===== config.mk =====
export PLATFORM = sky130hd
export DESIGN_NAME = logical_device_config_bank
export DESIGN_NICKNAME = d
export VERILOG_FILES = /design/src/design/ldev_cfg_pkg.sv /design/src/design/logical_device_config_bank.sv
export SDC_FILE = /design/constraint.sdc
export NUM_CORES = 1
export LEC_CHECK = 0
export BUFFER_PORTS_ARGS = -buffer_cell sky130_fd_sc_hd__buf_2
export CORE_MARGIN = 2
export CORE_UTILIZATION = 56
export CTS_BUF_LIST = sky130_fd_sc_hd__clkbuf_8
export CTS_CLUSTER_SIZE = 14
export DETAILED_ROUTE_END_ITERATION = 10
export PLACE_DENSITY = 0.83
export SYNTH_ARGS = -nofsm -noshare
export SYNTH_HDL_FRONTEND = slang
export SYNTH_SLANG_ARGS = --single-unit

===== constraint.sdc =====
create_clock -name core_clk -period 2.9 [get_ports core_clk]
set_clock_uncertainty 0.1 [all_clocks]
set_input_delay 0.29 -clock core_clk [delete_from_list [all_inputs] [get_ports core_clk]]
set_output_delay 0.29 -clock core_clk [all_outputs]
set_load 0.01 [all_outputs]

===== src/design/ldev_cfg_pkg.sv =====
// Package: index map, field positions, masks and reset values of the config bank
`default_nettype none
package ldev_cfg_pkg;
    // Register indices; byte address on APB is four times the index
    localparam logic [7:0] IDX_LDN       = 8'h07;
    localparam logic [7:0] IDX_TEST_ONE  = 8'h2E;
    localparam logic [7:0] IDX_TEST_TWO  = 8'h2F;
    localparam logic [7:0] IDX_ACTIVATE  = 8'h30;
    localparam logic [7:0] IDX_BASE_HIGH = 8'h60;
    localparam logic [7:0] IDX_BASE_LOW  = 8'h61;
    localparam logic [7:0] IDX_IRQ_LEVEL = 8'h70;
    localparam logic [7:0] IDX_DMA_CHAN  = 8'h74;
    localparam logic [7:0] IDX_SPECIAL_1 = 8'hF0;
    localparam logic [7:0] IDX_SPECIAL_2 = 8'hF1;

    // Logical device numbers
    localparam logic [7:0] LDN_FLOPPY     = 8'h00;
    localparam logic [7:0] LDN_SERIAL_ONE = 8'h01;
    localparam logic [7:0] LDN_SERIAL_TWO = 8'h02;

    // Writable bit masks; every other bit is held at zero
    localparam logic [7:0] MASK_ACTIVATE  = 8'h01;
    localparam logic [7:0] MASK_BASE_HIGH = 8'h0F;
    localparam logic [7:0] MASK_BASE_LOW  = 8'hF8;
    localparam logic [7:0] MASK_IRQ_LEVEL = 8'h0F;
    localparam logic [7:0] MASK_DMA_CHAN  = 8'h07;
    localparam logic [7:0] MASK_SPECIAL   = 8'h0F;

    // Reset values
    localparam logic [7:0] RST_ZERO           = 8'h00;
    localparam logic [7:0] RST_FLOPPY_BASE_HI = 8'h03;
    localparam logic [7:0] RST_FLOPPY_BASE_LO = 8'hF0;
    localparam logic [7:0] RST_FLOPPY_IRQ     = 8'h06;
    localparam logic [7:0] RST_FLOPPY_DMA     = 8'h02;
    localparam logic [7:0] RST_SER1_BASE_HI   = 8'h03;
    localparam logic [7:0] RST_SER2_BASE_HI   = 8'h02;
    localparam logic [7:0] RST_SER_BASE_LO    = 8'hF8;
    localparam logic [7:0] RST_SER1_IRQ       = 8'h04;
    localparam logic [7:0] RST_SER2_IRQ       = 8'h03;

    // Field positions in the special configuration registers
    localparam int FLP_IRQ_SHARE_BIT  = 3;
    localparam int FLP_SWAP_BIT       = 2;
    localparam int FLP_THREE_MODE_BIT = 1;
    localparam int FLP_WR_PROTECT_BIT = 0;
    localparam int RATE_B_LSB         = 2;
    localparam int RATE_A_LSB         = 0;
    localparam int SER_MCR3_MUTE_BIT  = 3;
    localparam int SER_CLK_SRC_LSB    = 1;
    localparam int SER_IRQ_SHARE_BIT  = 0;
    localparam logic [1:0] CLK_SRC_STANDARD = 2'h0;

    // One serial port's register set
    typedef struct packed {
        logic [7:0] activate;
        logic [7:0] base_high;
        logic [7:0] base_low;
        logic [7:0] irq_level;
        logic [7:0] special_cfg;
    } serial_cfg_t;
endpackage : ldev_cfg_pkg
`default_nettype wire


===== src/design/logical_device_config_bank.sv =====
// Configuration register bank for the floppy controller and two serial ports
`default_nettype none
module logical_device_config_bank
    import ldev_cfg_pkg::*;
(
    input  wire logic        core_clk,
    input  wire logic        rst_n,
    input  wire logic        psel,
    input  wire logic        penable,
    input  wire logic        pwrite,
    input  wire logic [11:0] paddr,
    input  wire logic [31:0] pwdata,
    input  wire logic [3:0]  pstrb,
    output logic             pready,
    output logic [31:0]      prdata,
    output logic             pslverr,
    output logic             floppy_enable,
    output logic [15:0]      floppy_base_addr,
    output logic [3:0]       floppy_irq_level,
    output logic [2:0]       floppy_dma_channel,
    output logic             floppy_irq_share,
    output logic             floppy_drive_swap,
    output logic             floppy_three_mode,
    output logic             floppy_write_protect,
    output logic [1:0]       rate_table_select_a,
    output logic [1:0]       rate_table_select_b,
    output logic [1:0]       serial_enable,
    output logic [31:0]      serial_base_addr,
    output logic [7:0]       serial_irq_level,
    output logic [1:0]       serial_irq_share,
    output logic [3:0]       serial_clock_source,
    output logic [1:0]       serial_clock_standard,
    input  wire logic [1:0]  modem_control_reg3_fall,
    output logic [1:0]       serial_mcr3_irq
);

    // Whole state of the bank
    typedef struct packed {
        logic [7:0]       logical_device_number;
        logic [7:0]       test_one;
        logic [7:0]       test_two;
        logic [7:0]       flp_activate;
        logic [7:0]       flp_base_high;
        logic [7:0]       flp_base_low;
        logic [7:0]       flp_irq_level;
        logic [7:0]       flp_dma_channel;
        logic [7:0]       flp_special_one;
        logic [7:0]       flp_special_two;
        serial_cfg_t [1:0] serial;
        logic [31:0]      rdata;
        logic             err;
    } state_t;

    state_t state_reg;
    state_t state_next;

    // Read decode: returns {hit, data}; used for reads and to qualify writes
    function automatic logic [8:0] read_word(input logic [7:0] idx, input state_t s);
        logic [8:0]  r;
        logic        port;
        r = 9'h000;
        port = (s.logical_device_number == LDN_SERIAL_TWO);
        // Globals answer in every device number
        if (idx == IDX_LDN)
            r = {1'b1, s.logical_device_number};
        else if (idx == IDX_TEST_ONE)
            r = {1'b1, s.test_one};
        else if (idx == IDX_TEST_TWO)
            r = {1'b1, s.test_two};
        else if (s.logical_device_number == LDN_FLOPPY)
        begin
            unique case (idx)
                IDX_ACTIVATE:  r = {1'b1, s.flp_activate};
                IDX_BASE_HIGH: r = {1'b1, s.flp_base_high};
                IDX_BASE_LOW:  r = {1'b1, s.flp_base_low};
                IDX_IRQ_LEVEL: r = {1'b1, s.flp_irq_level};
                IDX_DMA_CHAN:  r = {1'b1, s.flp_dma_channel};
                IDX_SPECIAL_1: r = {1'b1, s.flp_special_one};
                IDX_SPECIAL_2: r = {1'b1, s.flp_special_two};
                default:       r = 9'h000;
            endcase
        end
        else if (s.logical_device_number == LDN_SERIAL_ONE || s.logical_device_number == LDN_SERIAL_TWO)
        begin
            unique case (idx)
                IDX_ACTIVATE:  r = {1'b1, s.serial[port].activate};
                IDX_BASE_HIGH: r = {1'b1, s.serial[port].base_high};
                IDX_BASE_LOW:  r = {1'b1, s.serial[port].base_low};
                IDX_IRQ_LEVEL: r = {1'b1, s.serial[port].irq_level};
                IDX_SPECIAL_1: r = {1'b1, s.serial[port].special_cfg};
                default:       r = 9'h000;
            endcase
        end
        return r;
    endfunction : read_word

    logic [7:0] index;
    logic       addr_ok;
    logic [8:0] lookup;
    logic       wr_fire;
    logic [7:0] wbyte;
    logic       wport;

    // Only word-aligned addresses inside the 256-word window map to an index
    assign index   = paddr[9:2];
    assign addr_ok = (paddr[11:10] == 2'h0) && (paddr[1:0] == 2'h0);
    assign lookup  = read_word(index, state_reg);
    assign wbyte   = pwdata[7:0];
    assign wport   = (state_reg.logical_device_number == LDN_SERIAL_TWO);
    // Write lands in the access cycle; a decode error caught in setup blocks it
    assign wr_fire = psel && penable && pwrite && pstrb[0] && !state_reg.err;

    // Next-state logic: setup cycle captures the answer, access cycle writes
    always_comb
    begin
        state_next = state_reg;
        if (psel && !penable)
        begin
            state_next.err   = !(addr_ok && lookup[8]);
            state_next.rdata = (addr_ok && !pwrite) ? {24'h000000, lookup[7:0]} : 32'h00000000;
        end
        if (wr_fire)
        begin
            // Masking on write keeps reserved bits at zero for good
            if (index == IDX_LDN)
                state_next.logical_device_number = wbyte;
            else if (index == IDX_TEST_ONE)
                state_next.test_one = wbyte;
            else if (index == IDX_TEST_TWO)
                state_next.test_two = wbyte;
            else if (state_reg.logical_device_number == LDN_FLOPPY)
            begin
                unique case (index)
                    IDX_ACTIVATE:  state_next.flp_activate = wbyte & MASK_ACTIVATE;
                    IDX_BASE_HIGH: state_next.flp_base_high = wbyte & MASK_BASE_HIGH;
                    IDX_BASE_LOW:  state_next.flp_base_low = wbyte & MASK_BASE_LOW;
                    IDX_IRQ_LEVEL: state_next.flp_irq_level = wbyte & MASK_IRQ_LEVEL;
                    IDX_DMA_CHAN:  state_next.flp_dma_channel = wbyte & MASK_DMA_CHAN;
                    IDX_SPECIAL_1: state_next.flp_special_one = wbyte & MASK_SPECIAL;
                    IDX_SPECIAL_2: state_next.flp_special_two = wbyte & MASK_SPECIAL;
                    default:       state_next.logical_device_number = state_reg.logical_device_number;
                endcase
            end
            else
            begin
                unique case (index)
                    IDX_ACTIVATE:  state_next.serial[wport].activate =
                        wbyte & MASK_ACTIVATE;
                    IDX_BASE_HIGH: state_next.serial[wport].base_high =
                        wbyte & MASK_BASE_HIGH;
                    IDX_BASE_LOW:  state_next.serial[wport].base_low =
                        wbyte & MASK_BASE_LOW;
                    IDX_IRQ_LEVEL: state_next.serial[wport].irq_level =
                        wbyte & MASK_IRQ_LEVEL;
                    IDX_SPECIAL_1: state_next.serial[wport].special_cfg =
                        wbyte & MASK_SPECIAL;
                    default:       state_next.logical_device_number = state_reg.logical_device_number;
                endcase
            end
        end
    end

    // State register with synchronous reset to the documented defaults
    always_ff @(posedge core_clk)
    begin
        if (!rst_n)
        begin
            state_reg.logical_device_number             <= LDN_FLOPPY;
            state_reg.test_one        <= RST_ZERO;
            state_reg.test_two        <= RST_ZERO;
            state_reg.flp_activate    <= RST_ZERO;
            state_reg.flp_base_high   <= RST_FLOPPY_BASE_HI;
            state_reg.flp_base_low    <= RST_FLOPPY_BASE_LO;
            state_reg.flp_irq_level   <= RST_FLOPPY_IRQ;
            state_reg.flp_dma_channel <= RST_FLOPPY_DMA;
            state_reg.flp_special_one <= RST_ZERO;
            state_reg.flp_special_two <= RST_ZERO;
            state_reg.serial[0]       <= '{RST_ZERO, RST_SER1_BASE_HI, RST_SER_BASE_LO,
                                           RST_SER1_IRQ, RST_ZERO};
            state_reg.serial[1]       <= '{RST_ZERO, RST_SER2_BASE_HI, RST_SER_BASE_LO,
                                           RST_SER2_IRQ, RST_ZERO};
            state_reg.rdata           <= 32'h00000000;
            state_reg.err             <= 1'b0;
        end
        else
        begin
            state_reg <= state_next;
        end
    end

    // Bus answers: zero wait states, data and error prepared in setup
    assign pready  = 1'b1;
    assign prdata  = state_reg.rdata;
    assign pslverr = psel && penable && state_reg.err;

    // Floppy controller configuration outputs
    assign floppy_enable        = state_reg.flp_activate[0];
    assign floppy_base_addr     = {state_reg.flp_base_high, state_reg.flp_base_low};
    assign floppy_irq_level     = state_reg.flp_irq_level[3:0];
    assign floppy_dma_channel   = state_reg.flp_dma_channel[2:0];
    assign floppy_irq_share     = state_reg.flp_special_one[FLP_IRQ_SHARE_BIT];
    assign floppy_three_mode    = state_reg.flp_special_one[FLP_THREE_MODE_BIT];
    assign floppy_drive_swap    = state_reg.flp_special_one[FLP_SWAP_BIT];
    assign floppy_write_protect = state_reg.flp_special_one[FLP_WR_PROTECT_BIT];
    assign rate_table_select_a  = state_reg.flp_special_two[RATE_A_LSB +: 2];
    assign rate_table_select_b  = state_reg.flp_special_two[RATE_B_LSB +: 2];

    // Serial port outputs; reserved clock codes are passed on but not flagged standard
    genvar p;
    generate
        for (p = 0; p < 2; p++)
        begin : g_serial
            assign serial_enable[p]           = state_reg.serial[p].activate[0];
            assign serial_base_addr[16*p +: 16] = {state_reg.serial[p].base_high,
                                                 state_reg.serial[p].base_low};
            assign serial_irq_level[4*p +: 4] = state_reg.serial[p].irq_level[3:0];
            assign serial_irq_share[p]        =
                state_reg.serial[p].special_cfg[SER_IRQ_SHARE_BIT];
            assign serial_clock_source[2*p +: 2] =
                state_reg.serial[p].special_cfg[SER_CLK_SRC_LSB +: 2];
            assign serial_clock_standard[p]   =
                (state_reg.serial[p].special_cfg[SER_CLK_SRC_LSB +: 2] == CLK_SRC_STANDARD);
            // Falling control bit 3 raises an interrupt only when not muted
            assign serial_mcr3_irq[p]         = modem_control_reg3_fall[p] &&
                !state_reg.serial[p].special_cfg[SER_MCR3_MUTE_BIT];
        end
    endgenerate

endmodule : logical_device_config_bank
`default_nettype wire


==> flow_summary.ini, run 1 <==
[run_status]
status = completed

[global_route]
grt_max_degree = 54
antenna_found_initial = 0
grt_usage_pct = 29.1
first_global_vias = 5664
grt_pass1_wl_um = 30500
grt_overflow = 0

[synth]
synth_top_flop_cell = dfxtp_1
synth-edff-count = 0
avgSynthCellArea_um2 = 8.91
ys_warn_count = 0
syn-cell-area_um2 = 7180
async_flop_share_pct = 0
synth_cell_types = 76
ys_seq_area_share_pct = 38.5
synthCells = 806
ys_ff_latch = 138

[clock_tree]
cts-hold-fix-buffers = 0
cts_tree = yes
cts-root-buf = clkbuf_8
clk_latency_ns = 0.46
clockBufferDepth = 2
cts_resized = 0
numCtsBuffers = 17
clk_pin_slew_ns = 0.08
clock_sink_count = 138
post-cts-setup-buffer-count = 0
cts.htree.levels = 4

[critical_path]
crit_family = simple AND/OR/NAND/NOR gates
reg2reg_depth = 7
path_class = register to register
path_cells = or4_4 > nor3_2 > buf_4 > mux2i_1 > o22ai_1 > nor4_1 > o21ai_0
worstPathRequired_ns = 3.13
r2r-start = state_reg[192]
path_buf_inv = 1
start_kind = register
r2r_setup_slack_ns = 0.11
worst-path-max-fanout = 6
crit_path_start = state_reg[192]
slowest_delay_ns = 0.58
cp_slowest_cell = or4_4
path_depth = 7
arrival_ns = 3.02
end_kind = register
critical_path.endpoint = prdata[7]
reg2reg_to = prdata[7]

[placement]
gp_congestion = 0.988
numPortBuffers = 113
dp_cells = 1003
placed_cell_area_um2 = 7320
dp_hpwl_um = 14200

[final_layout]
drive_gt1_share_pct = 24.7
fin_nets = 905
stdcell_count = 1035
layout_commonest_cell = dfxtp_1
area_growth_pct = 7.77
final_area_um2 = 7740
final_cell_mix = dfxtp_1 (138), buf_2 (113), mux2i_1 (82)
diodes = 0

[route]
vias = 6189
drt-initial-drc-count = 845
first_pass_iters = 5
ant_nets = 0
drt_wl_total_um = 19800
routedWlPerCell_um = 19.1
drcViolationCount = 0
viasPerCell = 5.98

[job]
maxCapViolCount = 0

[sta]
finalSetupViolations = 0
finalCritPeriodShare_pct = 96.2
worst_slew_pin_slew_ns = 0.743
finalHoldWorstSlack_ns = 0.0633
layout_min_cycle_time_ns = 2.79
rsz0062_at_grt = false
hold_viol_final = 0
finalSetupTns_ns = 0
finalMaxSlewViolations = 0
max_freq_ghz = 0.359
relSlewSlack_pct = 50.5

[die]
dieArea_um2 = 13700
coreArea_um2 = 12600
rows = 41
pin_count = 173
die_h_um = 117
fp.dieW_um = 117
initial_core_util_pct = 57.2

[pwr]
cellLeakagePower_nw = 3.66
vdd_drop_max_mv = 0.240
power_density_nw_per_um2 = 489

[hold_path]
holdCritPathClass = input port to register
==> layer usage <==
metal  GRT usage [%]  part of all wire [%]  vias up
met3            7.47                   9.3       63
li1                -                     -     2829
met2            45.9                    46      396
met5               0                     0        -
met4            13.3                   3.9        0
met1            37.5                    41     2901
==> synth_stat cells (3+ instances only) <==
library cell | count | area (µm²)
o221ai_1 | 4 | 35.0
nor3_1 | 18 | 90.1
a21oi_1 | 33 | 165
nand4_1 | 5 | 31.3
nor3_2 | 3 | 30.0
nand2b_1 | 4 | 25.0
mux2i_1 | 82 | 821
nand3_2 | 3 | 30.0
a22oi_1 | 4 | 30.0
buf_2 | 9 | 45.0
o21ai_0 | 12 | 60.1
o22ai_1 | 10 | 62.6
a31o_2 | 3 | 26.3
inv_1 | 3 | 11.3
clkbuf_1 | 27 | 101
a22o_1 | 6 | 52.6
a211oi_1 | 3 | 22.5
a31oi_1 | 6 | 37.5
nor2_1 | 57 | 214
a221o_1 | 6 | 60.1
nand2_1 | 74 | 278
and3_1 | 26 | 163
mux2_2 | 6 | 67.6
nor2b_1 | 5 | 31.3
dfxtp_1 | 138 | 2760
buf_4 | 113 | 848
or2_2 | 3 | 18.8
a32o_1 | 5 | 50.1
o2bb2ai_1 | 3 | 26.3
nand3_1 | 37 | 185
nor4_1 | 4 | 25.0
and2_1 | 28 | 175
o22a_1 | 3 | 26.3
o21a_1 | 3 | 22.5
a221oi_1 | 6 | 52.6
==> power breakdown <==
group          total (W)  switching [W]  internal, W
Sequential       0.00189    0.000000701      0.00189
Clock            0.00168       0.000812     0.000866
Combinational   0.000217       0.000158    0.0000594
==> worst min-delay path by stage <==
stage / start / to / slack [ns] / cells past startpoint
after floorplan: pwdata[7] / floppy_base_addr[7] / 0.31 / 2
after global placement: state_reg[170] / state_reg[170] / 0.33 / 2
after detailed placement: state_reg[68] / state_reg[68] / 0.34 / 1
after CTS: pwdata[4] / state_reg[173] / 0.06 / 3
after global routing: pwdata[4] / register / 0.07 / 3
final: pwdata[4] / state_reg[173] / 0.06 / 3
==> cells by family after synthesis <==
logic type | synth area share [%]
DFF | 38.5
buffers and inverters | 14.6
muxes | 12.4
xor gates and xnor gates | 0.122
and+or+nand+nor | 21.3
AOI/OAI and AO/OA | 13.0
other | 0.105
==> final cells by class <==
class | count | area [µm²]
clock buffer | 17 | 234
clock inverter | 15 | 190
fill | 1059 | 4830
inverter | 3 | 11.3
multi-input combinational | 540 | 3480
sequential | 138 | 2760
tap | 172 | 215
timing repair buffer | 150 | 843
==> worst register-to-register path: stages, from the launching register on <==
cell and delay, ns:
dfxtp_1 0.38, or4_4 0.58, nor3_2 0.37, buf_4 0.24
mux2i_1 0.20, o22ai_1 0.15, nor4_1 0.49, o21ai_0 0.15
==> stage by stage <==
step	util, %	total power [W]	worst slack [ns]
2_1_floorplan	-	0.00211	0.558
3_3_place_gp	58.2	0.00215	0.177
3_5_place_dp	58.2	0.00215	0.207
4_1_cts	61.6	0.00379	0.159
5_1_grt	61.6	0.00389	0.0717
6_report	61.6	0.00379	0.111
(Power assumes the default switching activity.)
==> run 2: changes to the inputs <==
--- a/config.mk
+++ b/config.mk
@@ -6,9 +6,9 @@
 export NUM_CORES = 1
 export LEC_CHECK = 0
 export BUFFER_PORTS_ARGS = -buffer_cell sky130_fd_sc_hd__buf_2
-export CORE_MARGIN = 2
+export CORE_MARGIN = 4
 export CORE_UTILIZATION = 56
-export CTS_BUF_LIST = sky130_fd_sc_hd__clkbuf_8
+export CTS_BUF_LIST = sky130_fd_sc_hd__clkbuf_4
 export CTS_CLUSTER_SIZE = 14
 export DETAILED_ROUTE_END_ITERATION = 10
 export PLACE_DENSITY = 0.83
==> flow_summary.ini, run 2 (synthesized netlist as in run 1, its figures left out) <==
[pwr]
intPower_w = 0.00239
power_frac_comb_pct = 6.6
switching_power_w = 0.000920
swShare_pct = 27.8
seq_power_share_pct = 57.2
cellLeakagePower_nw = 3.60
power_density_nw_per_um2 = 435
clockPowerShare_pct = 36.1
vdd_drop_max_mv = 0.187

[global_route]
first_global_vias = 5568
grt_overflow = 0
antenna_found_initial = 0
grt_pass1_wl_um = 31100
grt_usage_pct = 27.1
grt_max_degree = 54

[final_layout]
final_cell_mix = dfxtp_1 (138), buf_2 (113), mux2i_1 (82)
fin_nets = 909
layout_commonest_cell = dfxtp_1
final_core_util_pct = 60.6
drive_gt1_share_pct = 24.3
diodes = 0
area_growth_pct = 6.01

[critical_path]
r2r-start = state_reg[192]
arrival_ns = 3.09
worstPathRequired_ns = 3.27
path_class = register to register
reg2reg_to = prdata[7]
start_kind = register
cp_slowest_cell = or4_4
slowest_delay_ns = 0.58
reg2reg_depth = 8
worst-path-max-fanout = 14
path_cells = or4_4 > nor3_2 > buf_4 > buf_4 > mux2i_1 > o22ai_1 > nor4_1 > o21ai_0
r2r_setup_slack_ns = 0.18
cpMostUsedCell = buf_4
end_kind = register

[clock_tree]
clock_sink_count = 138
clk_latency_ns = 0.59
clk_pin_slew_ns = 0.14
clockBufferDepth = 2
cts.htree.levels = 4
cts_tree = yes
cts_resized = 0
numCtsBuffers = 17
cts-root-buf = clkbuf_4

[sta]
layout_min_cycle_time_ns = 2.72
worst_slew_pin_slew_ns = 0.765
finalSetupTns_ns = 0
finalSetupViolations = 0
finalMaxSlewViolations = 0
rsz0062_at_grt = false
hold_viol_final = 0
finalCritPeriodShare_pct = 93.8
max_freq_ghz = 0.367
relSlewSlack_pct = 48.9

[die]
die_h_um = 121
fp.dieW_um = 121
rows = 41
pin_count = 173
dieArea_um2 = 14700
coreArea_um2 = 12600
initial_core_util_pct = 57.2

[route]
route.met2.wl_um = 9450
met3WireLength_um = 1660
viasPerCell = 5.95
first_pass_iters = 5
topRoutingLayerUsed = met4
vias = 6179
drt-initial-drc-count = 800
drcViolationCount = 0
routedWlPerCell_um = 19.1
wl_met1_um = 8250
ant_nets = 0
drt_wl_total_um = 19900

[placement]
dp_hpwl_um = 14400
numPortBuffers = 113
gp_congestion = 0.949

[run_status]
status = completed

[hold_path]
holdCritPathClass = input port to register
hold_path_depth = 3
min_from = pwdata[1]

[job]
maxCapViolCount = 0
## run 2: changes by cell type in the layout (fill, tap and decap cells not counted), sizes merged
| cell | change |
|---|---|
| inv | -1 |
| clkbuf | +1 |
| clkinv | +2 |
| dlygate4sd3 | +4 |
| bufinv | -2 |
## run 2: metrics by stage
step | hold slack, ns | power, W | area (µm²) | cells | worst slack, ns
after floorplan | 0.314 | 0.00211 | 7300 | 836 | 0.558
after global placement | 0.334 | 0.00215 | 7320 | 1003 | 0.314
after detailed placement | 0.341 | 0.00215 | 7320 | 1003 | 0.257
after CTS | 0.00753 | 0.00331 | 7610 | 1039 | 0.255
after global routing | 0.00527 | 0.00342 | 7610 | 1039 | 0.0808
final | 0.0102 | 0.00331 | 7610 | 1039 | 0.179
## run 2: worst max-delay path: cells and delay by family, from the launching register on
kind / cells / cell delay [ns]
buf+inv: 2 / 0.42
simple gates: 3 / 1.17
mux: 1 / 0.26
flops: 1 / 0.36
compound gates: 2 / 0.30
## run 2: routing by layer
| layer | up-vias | global-route usage (%) |
|---|---|---|
| li1 | 2838 | - |
| met1 | 2950 | 36.5 |
| met2 | 345 | 43.1 |
| met3 | 46 | 5.92 |
| met4 | 0 | 9.10 |
| met5 | - | 0 |
## run 2: cell type report
class / instances / area [µm²]
Clock inverter: 14 / 123
Sequential cell: 138 / 2760
Inverter: 3 / 11.3
Clock buffer: 18 / 135
Timing Repair Buffer: 154 / 883
Multi-Input combinational cell: 540 / 3480
Fill cell: 1086 / 4950
Tap cell: 172 / 215
## run 2: repair_timing
action / 4_1_cts / 5_1_grt
setup buffers: 0 / 0
endpoints found under the hold margin: 24 / 0
hold buffers: 4 / 0
## run 2: how the worst max path moves through the flow
stage | cells past startpoint | to | start | slack, ns
2_1_floorplan | 6 | prdata[0] | state_reg[192] | 0.56
6_report | 8 | prdata[7] | state_reg[192] | 0.18
3_3_place_gp | 8 | prdata[7] | state_reg[192] | 0.31
5_1_grt | 8 | prdata[7] | state_reg[192] | 0.08
4_1_cts | 8 | prdata[7] | state_reg[192] | 0.26
3_5_place_dp | 8 | prdata[7] | state_reg[192] | 0.26
## run 2: power groups by stage
stage,Sequential [W],Combinational [W],Clock (W)
2_1_floorplan,0.00194,0.000166,0
3_3_place_gp,0.00194,0.000207,0
3_5_place_dp,0.00194,0.000210,0
4_1_cts,0.00190,0.000214,0.00120
5_1_grt,0.00190,0.000238,0.00128
6_report,0.00190,0.000219,0.00120
